## src/hw/angle_out_pkg.sv

```systemverilog
// shared constants of the angle output encoder
// assumes one core clock of 200 MHz and config words loaded from nvm
package angle_out_pkg;

   // ==========================================================
   // config word offsets
   localparam logic [7:0]  DUTY_DATA_MIN_OFS  = 8'h60;
   localparam logic [7:0]  DUTY_DATA_MAX_OFS  = 8'h62;
   localparam logic [7:0]  DUTY_DIAG_LOW_OFS  = 8'h64;
   localparam logic [7:0]  DUTY_DIAG_HIGH_OFS = 8'h66;
   localparam logic [7:0]  PERIOD_PREDIV_OFS  = 8'h68;
   localparam logic [7:0]  PERIOD_COUNT_OFS   = 8'h6a;
   localparam logic [7:0]  PROTO_CONFIG_OFS   = 8'ha2;

   // ==========================================================
   // reset values
   localparam logic [15:0] DUTY_DATA_MIN_RST  = 16'h1999;
   localparam logic [15:0] DUTY_DATA_MAX_RST  = 16'he666;
   localparam logic [15:0] DUTY_DIAG_LOW_RST  = 16'h0ccc;
   localparam logic [15:0] DUTY_DIAG_HIGH_RST = 16'hf333;
   localparam logic [15:0] PERIOD_PREDIV_RST  = 16'h0000;
   localparam logic [15:0] PERIOD_COUNT_RST   = 16'h07d0;
   localparam logic [15:0] PROTO_CONFIG_RST   = 16'h0000;

   // ==========================================================
   // output_protocol_config fields
   localparam int PROTO_SPC_BIT  = 0;
   localparam int START_RISE_BIT = 1;
   localparam int LOW_SHORT_BIT  = 2;
   localparam int TEMP_EN_BIT    = 3;
   localparam int RC_NIB_BIT     = 4;
   localparam int RC_CRC_BIT     = 5;
   localparam int TRIG_VAR_BIT   = 6;
   localparam int SSM_EN_BIT     = 7;
   localparam int UT_SEL_LSB     = 8;
   localparam int UT_SEL_W       = 4;

   // ==========================================================
   // timing
   localparam int CLK_PERIOD_NS = 5;
   localparam int UT_MIN_NS     = 1000;
   localparam int UT_MAX_NS     = 3000;
   localparam int UT_STEP_NS    = 200;
   localparam int UT_MIN_CYC    = UT_MIN_NS / CLK_PERIOD_NS;
   localparam int UT_STEP_CYC   = UT_STEP_NS / CLK_PERIOD_NS;
   localparam logic [3:0] UT_SEL_MAX = 4'((UT_MAX_NS - UT_MIN_NS) / UT_STEP_NS);
   localparam logic [7:0]  TRIG_CONST_UT   = 8'h5a;
   localparam logic [7:0]  TRIG_VAR_ADD_UT = 8'h0c;
   localparam logic [7:0]  NIB_BASE_UT     = 8'h0c;
   localparam logic [7:0]  LOW_LONG_UT     = 8'h05;
   localparam logic [7:0]  LOW_SHORT_UT    = 8'h03;
   localparam logic [7:0]  TRIG_ID_BASE_UT = 8'h0c;
   localparam logic [7:0]  TRIG_ID_STEP_UT = 8'h10;
   localparam logic [7:0]  TRIG_ID_TOL_UT  = 8'h03;
   localparam logic [7:0]  TRIG_LOW_MAX_UT = 8'h50;

   // ==========================================================
   // frame and checksum
   localparam int NIB_MAX = 8;
   localparam logic [3:0] CRC_SEED = 4'h5;
   localparam logic [3:0] CRC_TBL [16] = '{4'h0, 4'hd, 4'h7, 4'ha, 4'he, 4'h3,
      4'h9, 4'h4, 4'h1, 4'hc, 4'h6, 4'hb, 4'hf, 4'h2, 4'h8, 4'h5};

   function automatic logic [3:0] crc4_step(input logic [3:0] c,
                                            input logic [3:0] d);
      return CRC_TBL[c] ^ d;
   endfunction : crc4_step

endpackage : angle_out_pkg

```

## src/hw/nibble_crc4.sv

```systemverilog
// four-bit checksum over the captured frame nibbles plus an optional
// hidden nibble; purely combinational
`timescale 1ns/1ps
`default_nettype none
module nibble_crc4
   import angle_out_pkg::*;
(
   input  wire logic [NIB_MAX*4-1:0] i_nibbles,
   input  wire logic [3:0]           i_count,
   input  wire logic [3:0]           i_extra,
   input  wire logic                 i_extra_en,
   output logic      [3:0]           o_crc
);
   import angle_out_pkg::*;

   // ==========================================================
   // table walk, then one augmenting zero step
   always_comb begin
      logic [3:0] c;
      c = CRC_SEED;
      for (int i = 0; i < NIB_MAX; i++) begin
         if (i < int'(i_count)) begin
            c = crc4_step(c, i_nibbles[4*i +: 4]);
         end
      end
      if (i_extra_en) begin
         c = crc4_step(c, i_extra);
      end
      o_crc = crc4_step(c, 4'h0);
   end

endmodule : nibble_crc4
`default_nettype wire

```

## src/hw/duty_wave.sv

```systemverilog
// free-running duty-cycle waveform: predivided tick, period in ticks
// duty is a 16-bit fraction of the period, taken at each period start
`timescale 1ns/1ps
`default_nettype none
module duty_wave
   import angle_out_pkg::*;
#(
   parameter int W = 16
) (
   input  wire logic         i_clk,
   input  wire logic         i_rst_b,
   input  wire logic         i_en,
   input  wire logic [W-1:0] i_prediv,
   input  wire logic [W-1:0] i_period,
   input  wire logic [W-1:0] i_duty,
   input  wire logic         i_start_high,
   output logic              o_level
);
   import angle_out_pkg::*;

   typedef struct packed {
      logic [W-1:0] pre;
      logic [W-1:0] cnt;
      logic [W-1:0] on;
      logic         lvl;
   } wave_t;

   wave_t s_reg;
   wave_t s_next;

   // ==========================================================
   // duty only latched at wrap, so a mid-period change cannot glitch
   always_comb begin
      logic [2*W-1:0] prod;
      prod   = i_duty * i_period;
      s_next = s_reg;
      if (!i_en) begin
         s_next     = '0;
         s_next.lvl = !i_start_high;
      end else begin
         s_next.pre = s_reg.pre + 1'b1;
         if (s_reg.pre >= i_prediv) begin
            s_next.pre = '0;
            s_next.cnt = s_reg.cnt + 1'b1;
            if (s_reg.cnt + 1'b1 >= i_period) begin
               s_next.cnt = '0;
               s_next.on  = prod[2*W-1:W];
            end
         end
         // active phase first, polarity from the starting edge
         s_next.lvl = (s_next.cnt < s_next.on) ~^ i_start_high;
      end
   end

   always_ff @(posedge i_clk or negedge i_rst_b) begin
      if (!i_rst_b) begin
         s_reg <= '0;
      end else begin
         s_reg <= s_next;
      end
   end

   assign o_level = s_reg.lvl;

endmodule : duty_wave
`default_nettype wire

```

## src/hw/angle_out_enc.sv

```systemverilog
// angle output encoder: duty-cycle output or triggered nibble frames
// assumes angle, temperature and fault inputs on the core clock; the
// line, straps and config loader come from outside
`timescale 1ns/1ps
`default_nettype none
module angle_out_enc
   import angle_out_pkg::*;
(
   input  wire logic        i_clk,
   input  wire logic        i_rst_b,
   input  wire logic        i_line,
   output logic             o_line_out,
   output logic             o_line_oe,
   input  wire logic        i_addr_strap_a,
   input  wire logic        i_addr_strap_b,
   input  wire logic        i_cfg_we,
   input  wire logic [7:0]  i_cfg_addr,
   input  wire logic [15:0] i_cfg_wdata,
   output logic      [15:0] o_cfg_rdata,
   input  wire logic [11:0] i_angle,
   input  wire logic [7:0]  i_temp,
   input  wire logic [15:0] i_angle_base,
   input  wire logic [31:0] i_cust_id,
   input  wire logic        i_fail,
   input  wire logic        i_reset_err,
   output logic      [3:0]  o_rolling_cnt,
   output logic             o_frame_done
);
   import angle_out_pkg::*;

   // ==========================================================
   // types
   typedef enum logic [5:0] {
      S_IDLE = 6'h01,
      S_MEAS = 6'h02,
      S_WAIT = 6'h04,
      S_NLO  = 6'h08,
      S_NHI  = 6'h10,
      S_END  = 6'h20
   } st_t;

   typedef struct packed {
      logic [15:0]          duty_data_min;
      logic [15:0]          duty_data_max;
      logic [15:0]          duty_diag_low;
      logic [15:0]          duty_diag_high;
      logic [15:0]          period_predivider;
      logic [15:0]          period_count;
      logic [15:0]          output_protocol_config;
      logic [15:0]          rdata;
      logic [1:0]           line_s;
      logic                 line_d;
      logic [1:0]           sa_s;
      logic [1:0]           sb_s;
      st_t                  st;
      logic [9:0]           cyc;
      logic [7:0]           ut;
      logic [7:0]           low_ut;
      logic [2:0]           idx;
      logic [3:0]           cnt;
      logic [NIB_MAX*4-1:0] frame;
      logic [3:0]           extra;
      logic                 extra_en;
      logic [3:0]           rc;
      logic [3:0]           ssm_bit;
      logic [1:0]           ssm_word;
      logic [15:0]          duty;
      logic                 out;
      logic                 oe;
      logic                 done;
   } enc_t;

   enc_t       s_reg;
   enc_t       s_next;
   logic [3:0] crc;
   logic       wave;

   // ==========================================================
   // helpers
   function automatic logic [9:0] ut_cycles(input logic [3:0] sel);
      logic [3:0] c;
      c = (sel > UT_SEL_MAX) ? UT_SEL_MAX : sel;
      return 10'(UT_MIN_CYC + int'(c) * UT_STEP_CYC);
   endfunction : ut_cycles

   function automatic logic addr_ok(input logic [7:0] low,
                                    input logic [1:0] id);
      logic [7:0] exp;
      exp = 8'(TRIG_ID_BASE_UT + TRIG_ID_STEP_UT * id);
      return (low + TRIG_ID_TOL_UT >= exp) && (low <= exp + TRIG_ID_TOL_UT);
   endfunction : addr_ok

   // ==========================================================
   // submodules
   nibble_crc4 u_crc (
      .i_nibbles  (s_reg.frame),
      .i_count    (s_reg.cnt),
      .i_extra    (s_reg.extra),
      .i_extra_en (s_reg.extra_en),
      .o_crc      (crc)
   );

   duty_wave #(.W(16)) u_wave (
      .i_clk        (i_clk),
      .i_rst_b      (i_rst_b),
      .i_en         (!s_reg.output_protocol_config[PROTO_SPC_BIT]),
      .i_prediv     (s_reg.period_predivider),
      .i_period     (s_reg.period_count),
      .i_duty       (s_reg.duty),
      .i_start_high (s_reg.output_protocol_config[START_RISE_BIT]),
      .o_level      (wave)
   );

   // ==========================================================
   // next state
   always_comb begin
      logic [15:0]          cfg;
      logic                 triggered_nibble_protocol;
      logic                 slow_serial_message;
      logic                 rc_crc;
      logic [1:0]           id;
      logic [9:0]           ucyc;
      logic                 tick;
      logic                 fall;
      logic                 rise;
      logic [7:0]           low_len;
      logic [7:0]           low_meas;
      logic [7:0]           trig_len;
      logic [3:0]           cur;
      logic [15:0]          word;
      logic [NIB_MAX*4-1:0] fr;
      logic [27:0]          prod;
      int                   k;
      cfg      = s_reg.output_protocol_config;
      triggered_nibble_protocol      = cfg[PROTO_SPC_BIT];
      slow_serial_message      = cfg[SSM_EN_BIT];
      rc_crc   = cfg[RC_CRC_BIT];
      id       = {s_reg.sb_s[1], s_reg.sa_s[1]};
      ucyc     = ut_cycles(cfg[UT_SEL_LSB +: UT_SEL_W]);
      tick     = (s_reg.cyc == ucyc - 10'h001);
      // round to the nearest unit so the sync delay cannot lose one
      low_meas = (s_reg.cyc >= (ucyc >> 1)) ? s_reg.ut + 8'h01 : s_reg.ut;
      fall     = s_reg.line_d && !s_reg.line_s[1];
      rise     = !s_reg.line_d && s_reg.line_s[1];
      low_len  = cfg[LOW_SHORT_BIT] ? LOW_SHORT_UT : LOW_LONG_UT;
      trig_len = cfg[TRIG_VAR_BIT] ? 8'(s_reg.low_ut + TRIG_VAR_ADD_UT)
                                   : TRIG_CONST_UT;
      cur      = ({1'b0, s_reg.idx} == s_reg.cnt) ? crc
                                                  : s_reg.frame[4*s_reg.idx +: 4];
      unique case (s_reg.ssm_word)
         2'h0:    word = i_angle_base;
         2'h1:    word = {8'h00, i_temp};
         2'h2:    word = i_cust_id[31:16];
         default: word = i_cust_id[15:0];
      endcase
      prod     = 28'((s_reg.duty_data_max - s_reg.duty_data_min) * i_angle);
      fr       = '0;
      k        = 4;

      s_next        = s_reg;
      s_next.done   = 1'b0;
      // first sync stage is read by the second only
      s_next.line_s = {s_reg.line_s[0], i_line};
      s_next.line_d = s_reg.line_s[1];
      s_next.sa_s   = {s_reg.sa_s[0], i_addr_strap_a};
      s_next.sb_s   = {s_reg.sb_s[0], i_addr_strap_b};

      // config words arrive only via the loader, never from the line
      if (i_cfg_we) begin
         case (i_cfg_addr)
            DUTY_DATA_MIN_OFS:  s_next.duty_data_min          = i_cfg_wdata;
            DUTY_DATA_MAX_OFS:  s_next.duty_data_max          = i_cfg_wdata;
            DUTY_DIAG_LOW_OFS:  s_next.duty_diag_low          = i_cfg_wdata;
            DUTY_DIAG_HIGH_OFS: s_next.duty_diag_high         = i_cfg_wdata;
            PERIOD_PREDIV_OFS:  s_next.period_predivider      = i_cfg_wdata;
            PERIOD_COUNT_OFS:   s_next.period_count           = i_cfg_wdata;
            PROTO_CONFIG_OFS:   s_next.output_protocol_config = i_cfg_wdata;
            default: ;
         endcase
      end
      case (i_cfg_addr)
         DUTY_DATA_MIN_OFS:  s_next.rdata = s_reg.duty_data_min;
         DUTY_DATA_MAX_OFS:  s_next.rdata = s_reg.duty_data_max;
         DUTY_DIAG_LOW_OFS:  s_next.rdata = s_reg.duty_diag_low;
         DUTY_DIAG_HIGH_OFS: s_next.rdata = s_reg.duty_diag_high;
         PERIOD_PREDIV_OFS:  s_next.rdata = s_reg.period_predivider;
         PERIOD_COUNT_OFS:   s_next.rdata = s_reg.period_count;
         PROTO_CONFIG_OFS:   s_next.rdata = s_reg.output_protocol_config;
         default:            s_next.rdata = 16'h0000;
      endcase

      // duty choice: reset error outranks failure outranks angle
      if (i_reset_err) begin
         s_next.duty = s_reg.duty_diag_high;
      end else if (i_fail) begin
         s_next.duty = s_reg.duty_diag_low;
      end else begin
         s_next.duty = s_reg.duty_data_min + prod[27:12];
      end

      // unit time base, restarted at each nibble start and zeroed in idle
      s_next.cyc = tick ? 10'h000 : s_reg.cyc + 10'h001;
      s_next.ut  = tick ? s_reg.ut + 8'h01 : s_reg.ut;

      // capture the frame so the data cannot change mid-transfer
      fr[3:0]  = {i_reset_err, i_fail,
                  slow_serial_message ? {s_reg.ssm_bit == 4'h0, word[4'hf - s_reg.ssm_bit]}
                      : id};
      fr[7:4]  = i_angle[11:8];
      fr[11:8] = i_angle[7:4];
      fr[15:12] = i_angle[3:0];
      if (cfg[TEMP_EN_BIT]) begin
         fr[4*k +: 4]     = i_temp[7:4];
         fr[4*(k+1) +: 4] = i_temp[3:0];
         k = k + 2;
      end
      if (cfg[RC_NIB_BIT] && !rc_crc) begin
         fr[4*k +: 4] = s_reg.rc;
         k = k + 1;
      end

      unique case (s_reg.st)
         S_IDLE: begin
            s_next.cyc = '0;
            s_next.ut  = '0;
            if (triggered_nibble_protocol && fall) begin
               s_next.st = S_MEAS;
            end
         end
         S_MEAS: begin
            if (rise) begin
               s_next.low_ut = low_meas;
               // only the low time decides the address
               s_next.st = addr_ok(low_meas, id) ? S_WAIT : S_IDLE;
            end else if (s_reg.ut > TRIG_LOW_MAX_UT) begin
               s_next.st = S_IDLE;
            end
         end
         S_WAIT: begin
            if (s_reg.ut == trig_len) begin
               s_next.st       = S_NLO;
               s_next.cyc      = '0;
               s_next.ut       = '0;
               s_next.idx      = '0;
               s_next.frame    = fr;
               s_next.cnt      = 4'(k);
               s_next.extra_en = rc_crc || slow_serial_message;
               s_next.extra    = rc_crc ? {s_reg.rc[1:0], slow_serial_message ? id : 2'b00}
                                        : {2'b00, id};
            end
         end
         S_NLO: begin
            if (s_reg.ut == low_len) begin
               s_next.st = S_NHI;
            end
         end
         S_NHI: begin
            if (s_reg.ut == 8'(NIB_BASE_UT + {4'h0, cur})) begin
               s_next.cyc = '0;
               s_next.ut  = '0;
               if ({1'b0, s_reg.idx} == s_reg.cnt) begin
                  s_next.st = S_END;
               end else begin
                  s_next.idx = s_reg.idx + 3'h1;
                  s_next.st  = S_NLO;
               end
            end
         end
         S_END: begin
            if (s_reg.ut == low_len) begin
               s_next.st      = S_IDLE;
               s_next.done    = 1'b1;
               s_next.rc      = s_reg.rc + 4'h1;
               if (slow_serial_message) begin
                  s_next.ssm_bit = s_reg.ssm_bit + 4'h1;
                  if (s_reg.ssm_bit == 4'hf) begin
                     s_next.ssm_word = s_reg.ssm_word + 2'h1;
                  end
               end
            end
         end
      endcase
      // open drain in triggered mode; push-pull duty output otherwise
      s_next.oe  = !triggered_nibble_protocol || (s_next.st == S_NLO) || (s_next.st == S_END);
      s_next.out = !triggered_nibble_protocol && wave;
   end

   // ==========================================================
   // state register
   always_ff @(posedge i_clk or negedge i_rst_b) begin
      if (!i_rst_b) begin
         s_reg                        <= '0;
         s_reg.st                     <= S_IDLE;
         s_reg.duty_data_min          <= DUTY_DATA_MIN_RST;
         s_reg.duty_data_max          <= DUTY_DATA_MAX_RST;
         s_reg.duty_diag_low          <= DUTY_DIAG_LOW_RST;
         s_reg.duty_diag_high         <= DUTY_DIAG_HIGH_RST;
         s_reg.period_predivider      <= PERIOD_PREDIV_RST;
         s_reg.period_count           <= PERIOD_COUNT_RST;
         s_reg.output_protocol_config <= PROTO_CONFIG_RST;
      end else begin
         s_reg <= s_next;
      end
   end

   assign o_line_out    = s_reg.out;
   assign o_line_oe     = s_reg.oe;
   assign o_cfg_rdata   = s_reg.rdata;
   assign o_rolling_cnt = s_reg.rc;
   assign o_frame_done  = s_reg.done;

   logic spc_m;
   assign spc_m = s_reg.output_protocol_config[PROTO_SPC_BIT];
endmodule : angle_out_enc
`default_nettype wire

```

## config.mk

```make
export PLATFORM = sky130hd
export DESIGN_NAME = angle_out_enc
export DESIGN_NICKNAME = d
export VERILOG_FILES = /design/src/hw/angle_out_pkg.sv /design/src/hw/nibble_crc4.sv /design/src/hw/duty_wave.sv /design/src/hw/angle_out_enc.sv
export SDC_FILE = /design/constraint.sdc
export NUM_CORES = 2
export LEC_CHECK = 0
export ABC_AREA = 1
export BUFFER_PORTS_ARGS = -buffer_cell sky130_fd_sc_hd__buf_2
export CORE_MARGIN = 1.5
export CORE_UTILIZATION = 36
export DETAILED_ROUTE_END_ITERATION = 6
export MAX_ROUTING_LAYER = met4
export SETUP_SLACK_MARGIN = 0.2
export SYNTH_ARGS = -nofsm -noshare
export SYNTH_HDL_FRONTEND = slang
export SYNTH_HIERARCHICAL = 1
export SYNTH_SLANG_ARGS = --single-unit
```

## constraint.sdc

```tcl
create_clock -name i_clk -period 11 [get_ports i_clk]
set_clock_uncertainty 0.15 [all_clocks]
set_input_delay 2.2 -clock i_clk [delete_from_list [all_inputs] [get_ports i_clk]]
set_output_delay 2.2 -clock i_clk [all_outputs]
set_load 0.02 [all_outputs]
```

==> flow_summary_export.csv <==
group,metric,value,unit
run_status,status,"complete, but fails checks",
run_status,failed_checks,"DRC",
floorplan,die-area,0.0999,mm²
cells_and_area,largest_register_ffs,208,
sta,setup_viol,0,
floorplan,die_y,316,µm
synthesis,syn_inst,4697,
cts,cts_tree,"done",
cells_and_area,final_layout_size_suffix_gt1_share,8.81,%
detailed_routing,vias_per_cell,5.00,
cts,holdBufCountCts,0,
setup_path,cpPeakStageDelay,0.58,ns
job,maxCapViolations,0,
sta,period_needed,8.86,ns
global_route,antenna_found_initial,9,
cts,cts_root_buf,"clkbuf_16",
floorplan,ios,123,
synthesis,synth-main-ff-cell,"dfrtp_1",
synthesis,synthTopCellsByArea,"fa_1 (21%), dfrtp_1 (17%), nand2_1 (12%)",
sta,final_hold_viol_count,0,
cts,postCtsResizedCells,0,
floorplan,initial_core_util,36.4,%
detailed_routing,antenna_left,0,
sta,max_freq,0.113,GHz
floorplan,core,0.0969,mm²
global_route,grt_overflow,0,
synthesis,yosysTopAreaCell,"fa_1",
sta,tightest_slew,1.22,ns
cts,htree_levels,2,
cts,path_clk_slew,0.06,ns
sta,relSlewSlack,18.2,%
setup_path,cp-start-kind,"register",
setup_path,worst_path_max_delay_cell,"dfstp_2",
detailed_routing,via_count,30100,
cells_and_area,fin_nets,5462,
detailed_routing,wl_per_cell,17.4,µm
detailed_routing,route.detailed.drc,3,
cts,insertion_delay,0.56,ns
cts,cts_inserted_buffers,38,
setup_path,arrival,9.16,ns
setup_path,worstPathRequired,11.30,ns
setup_path,cpMostUsedCell,"nand2_1",
synthesis,synth_top_area_share,21.3,%
setup_path,path_class,"register to register",
cts,postCtsSetupBuffers,0,
setup_path,cp_num_buf_inv,7,
floorplan,rows,114,
cells_and_area,area_delta_synth_final,8.41,%
synthesis,yosys_warnings,6,
global_route,first_global_vias,30500,
setup_path,endpoint_kind,"register",
detailed_routing,drt-initial-drc-count,2318,
min_path,hp-class,"register to register",
cts,clock_path_buffers,3,
global_route,grt_max_degree,153,
synthesis,syn-cell-area,0.0353,mm²
cells_and_area,fillers,10000,
synthesis,yosysSeqAreaShare,20.3,%
setup_path,critPathTopFamily,"adder cells",
sta,report.final.slew_viol_count,0,
global_route,grt_use_total,22.1,%
detailed_routing,first_pass_iters,7,
setup_path,worstPathMaxFanout,7,
place,io_buffers,122,
detailed_routing,totalWireLength,105,mm
place,dp.final_hpwl,82.1,mm
synthesis,ys_async_sr_fraction,100,%
synthesis,synth_edf_count,0,
floorplan,die_x,316,µm
cts,cts_sinks,284,
synthesis,synth.distinct_cells,75,
sta,final.setup.tns,0,ns
synthesis,synth.avg_cell_area,7.51,µm²
sta,finalCritPeriodShare,80.5,%
global_route,grt_pass1_wl,169,mm
sta,grt_setup_unrepaired,"no",
place,gp_congestion,0.919,
synthesis,ys_seq_elements,284,
worst reg2reg max path, delay by kind of cell (launching register included):
kind | cells | cell delay (ns)
and+or+nand+nor | 22 | 3.28
xor gates and xnor gates | 1 | 0.15
DFF | 1 | 0.58
AOI/OAI and AO/OA | 2 | 0.57
adders and majority gates | 8 | 3.57
buffers and inverters | 7 | 0.49
path summary, 6_finish.rpt:
| path | start | end | slack (ns) | depth (start not counted) |
|---|---|---|---|---|
| min reg2reg | s_next[106] | s_reg[106] | 0.20 | 0 |
| max | s_reg[232] | s_reg[18] | 2.14 | 40 |
| max in group asynchronous | i_rst_b | o_line_out | 7.25 | 3 |
| min in group asynchronous | i_rst_b | o_cfg_rdata[9] | 1.45 | 1 |
| min | s_next[106] | s_reg[106] | 0.20 | 0 |
| max reg2reg | s_reg[232] | s_reg[18] | 2.14 | 40 |
layout by cell type, fill, tap and decap left out, drive strengths merged, types with 49 or more instances in the layout:
cell    instances
nand2        1213
fa            375
inv          1035
nand3         264
a21oi         140
buf           140
o21ai         285
xor2           79
dfrtp         245
ha            272
nor2          290
clkbuf         49
synth_stat cells (all sizes together) (2+ instances only):
master	count
o21a	4
a31oi	14
nand3b	9
clkinv	7
a21o	9
o31ai	3
fa	375
a221oi	21
a31o	2
a22oi	9
buf	44
o21bai	9
xnor2	33
ha	272
nor2	290
o21ai	285
a22o	7
or2	12
and3	2
dfstp	39
dfrtp	245
a41oi	2
nand3	264
o221ai	6
inv	1030
a21oi	140
nand2	1213
a311oi	2
and2	2
nor3b	5
a21boi	4
nor3	39
nand4	39
clkbuf	125
o2111ai	5
xor2	79
nor4	7
o22ai	12
o211ai	19
a211oi	6
kinds of logic after synthesis:
logic type / share of synthesized area (%)
and+or+nand+nor: 23.2
muxes: 0.0603
other: 0.0106
AOI/OAI and AO/OA: 9.13
xor gates and xnor gates: 2.98
DFF: 20.3
buffers and inverters: 13.5
adders and majority gates: 30.9
per-stage QoR:
step	area (µm²)	cells	worst slack (ns)	util [%]	hold slack [ns]
floorplan	35300	4705	2.51	-	0.181
global placement	36800	5951	1.76	38.0	0.187
detailed placement	36800	5951	1.70	38.0	0.189
CTS	38300	6020	2.11	39.5	0.201
global route	38300	6021	1.49	39.5	0.203
finish	38300	6021	2.14	39.5	0.199
final cells by class:
cell class | count | area (µm²) | area share, %
multi-input cells | 3214 | 23400 | 61.2
flip-flops and latches | 284 | 7160 | 18.7
inverters | 1037 | 3910 | 10.2
well taps | 1276 | 1600 | 4.17
clock buffers | 49 | 1080 | 2.83
repair buffers | 140 | 768 | 2.01
clock inverters | 20 | 327 | 0.854
diodes | 1 | 2.50 | 0.00654
routing by layer:
layer  GRT usage (%)  vias to the layer above  part of all wire [%]
li1                -                    14400                     -
met1            30.7                    14600                    47
met4            6.52                        0                   2.9
met2            34.0                      933                    44
met3            2.43                      151                   5.7
met5               -                        -                     0
Power is not shown: default switching activity piles up to over one toggle a cycle in this logic, so the estimate is an artifact.
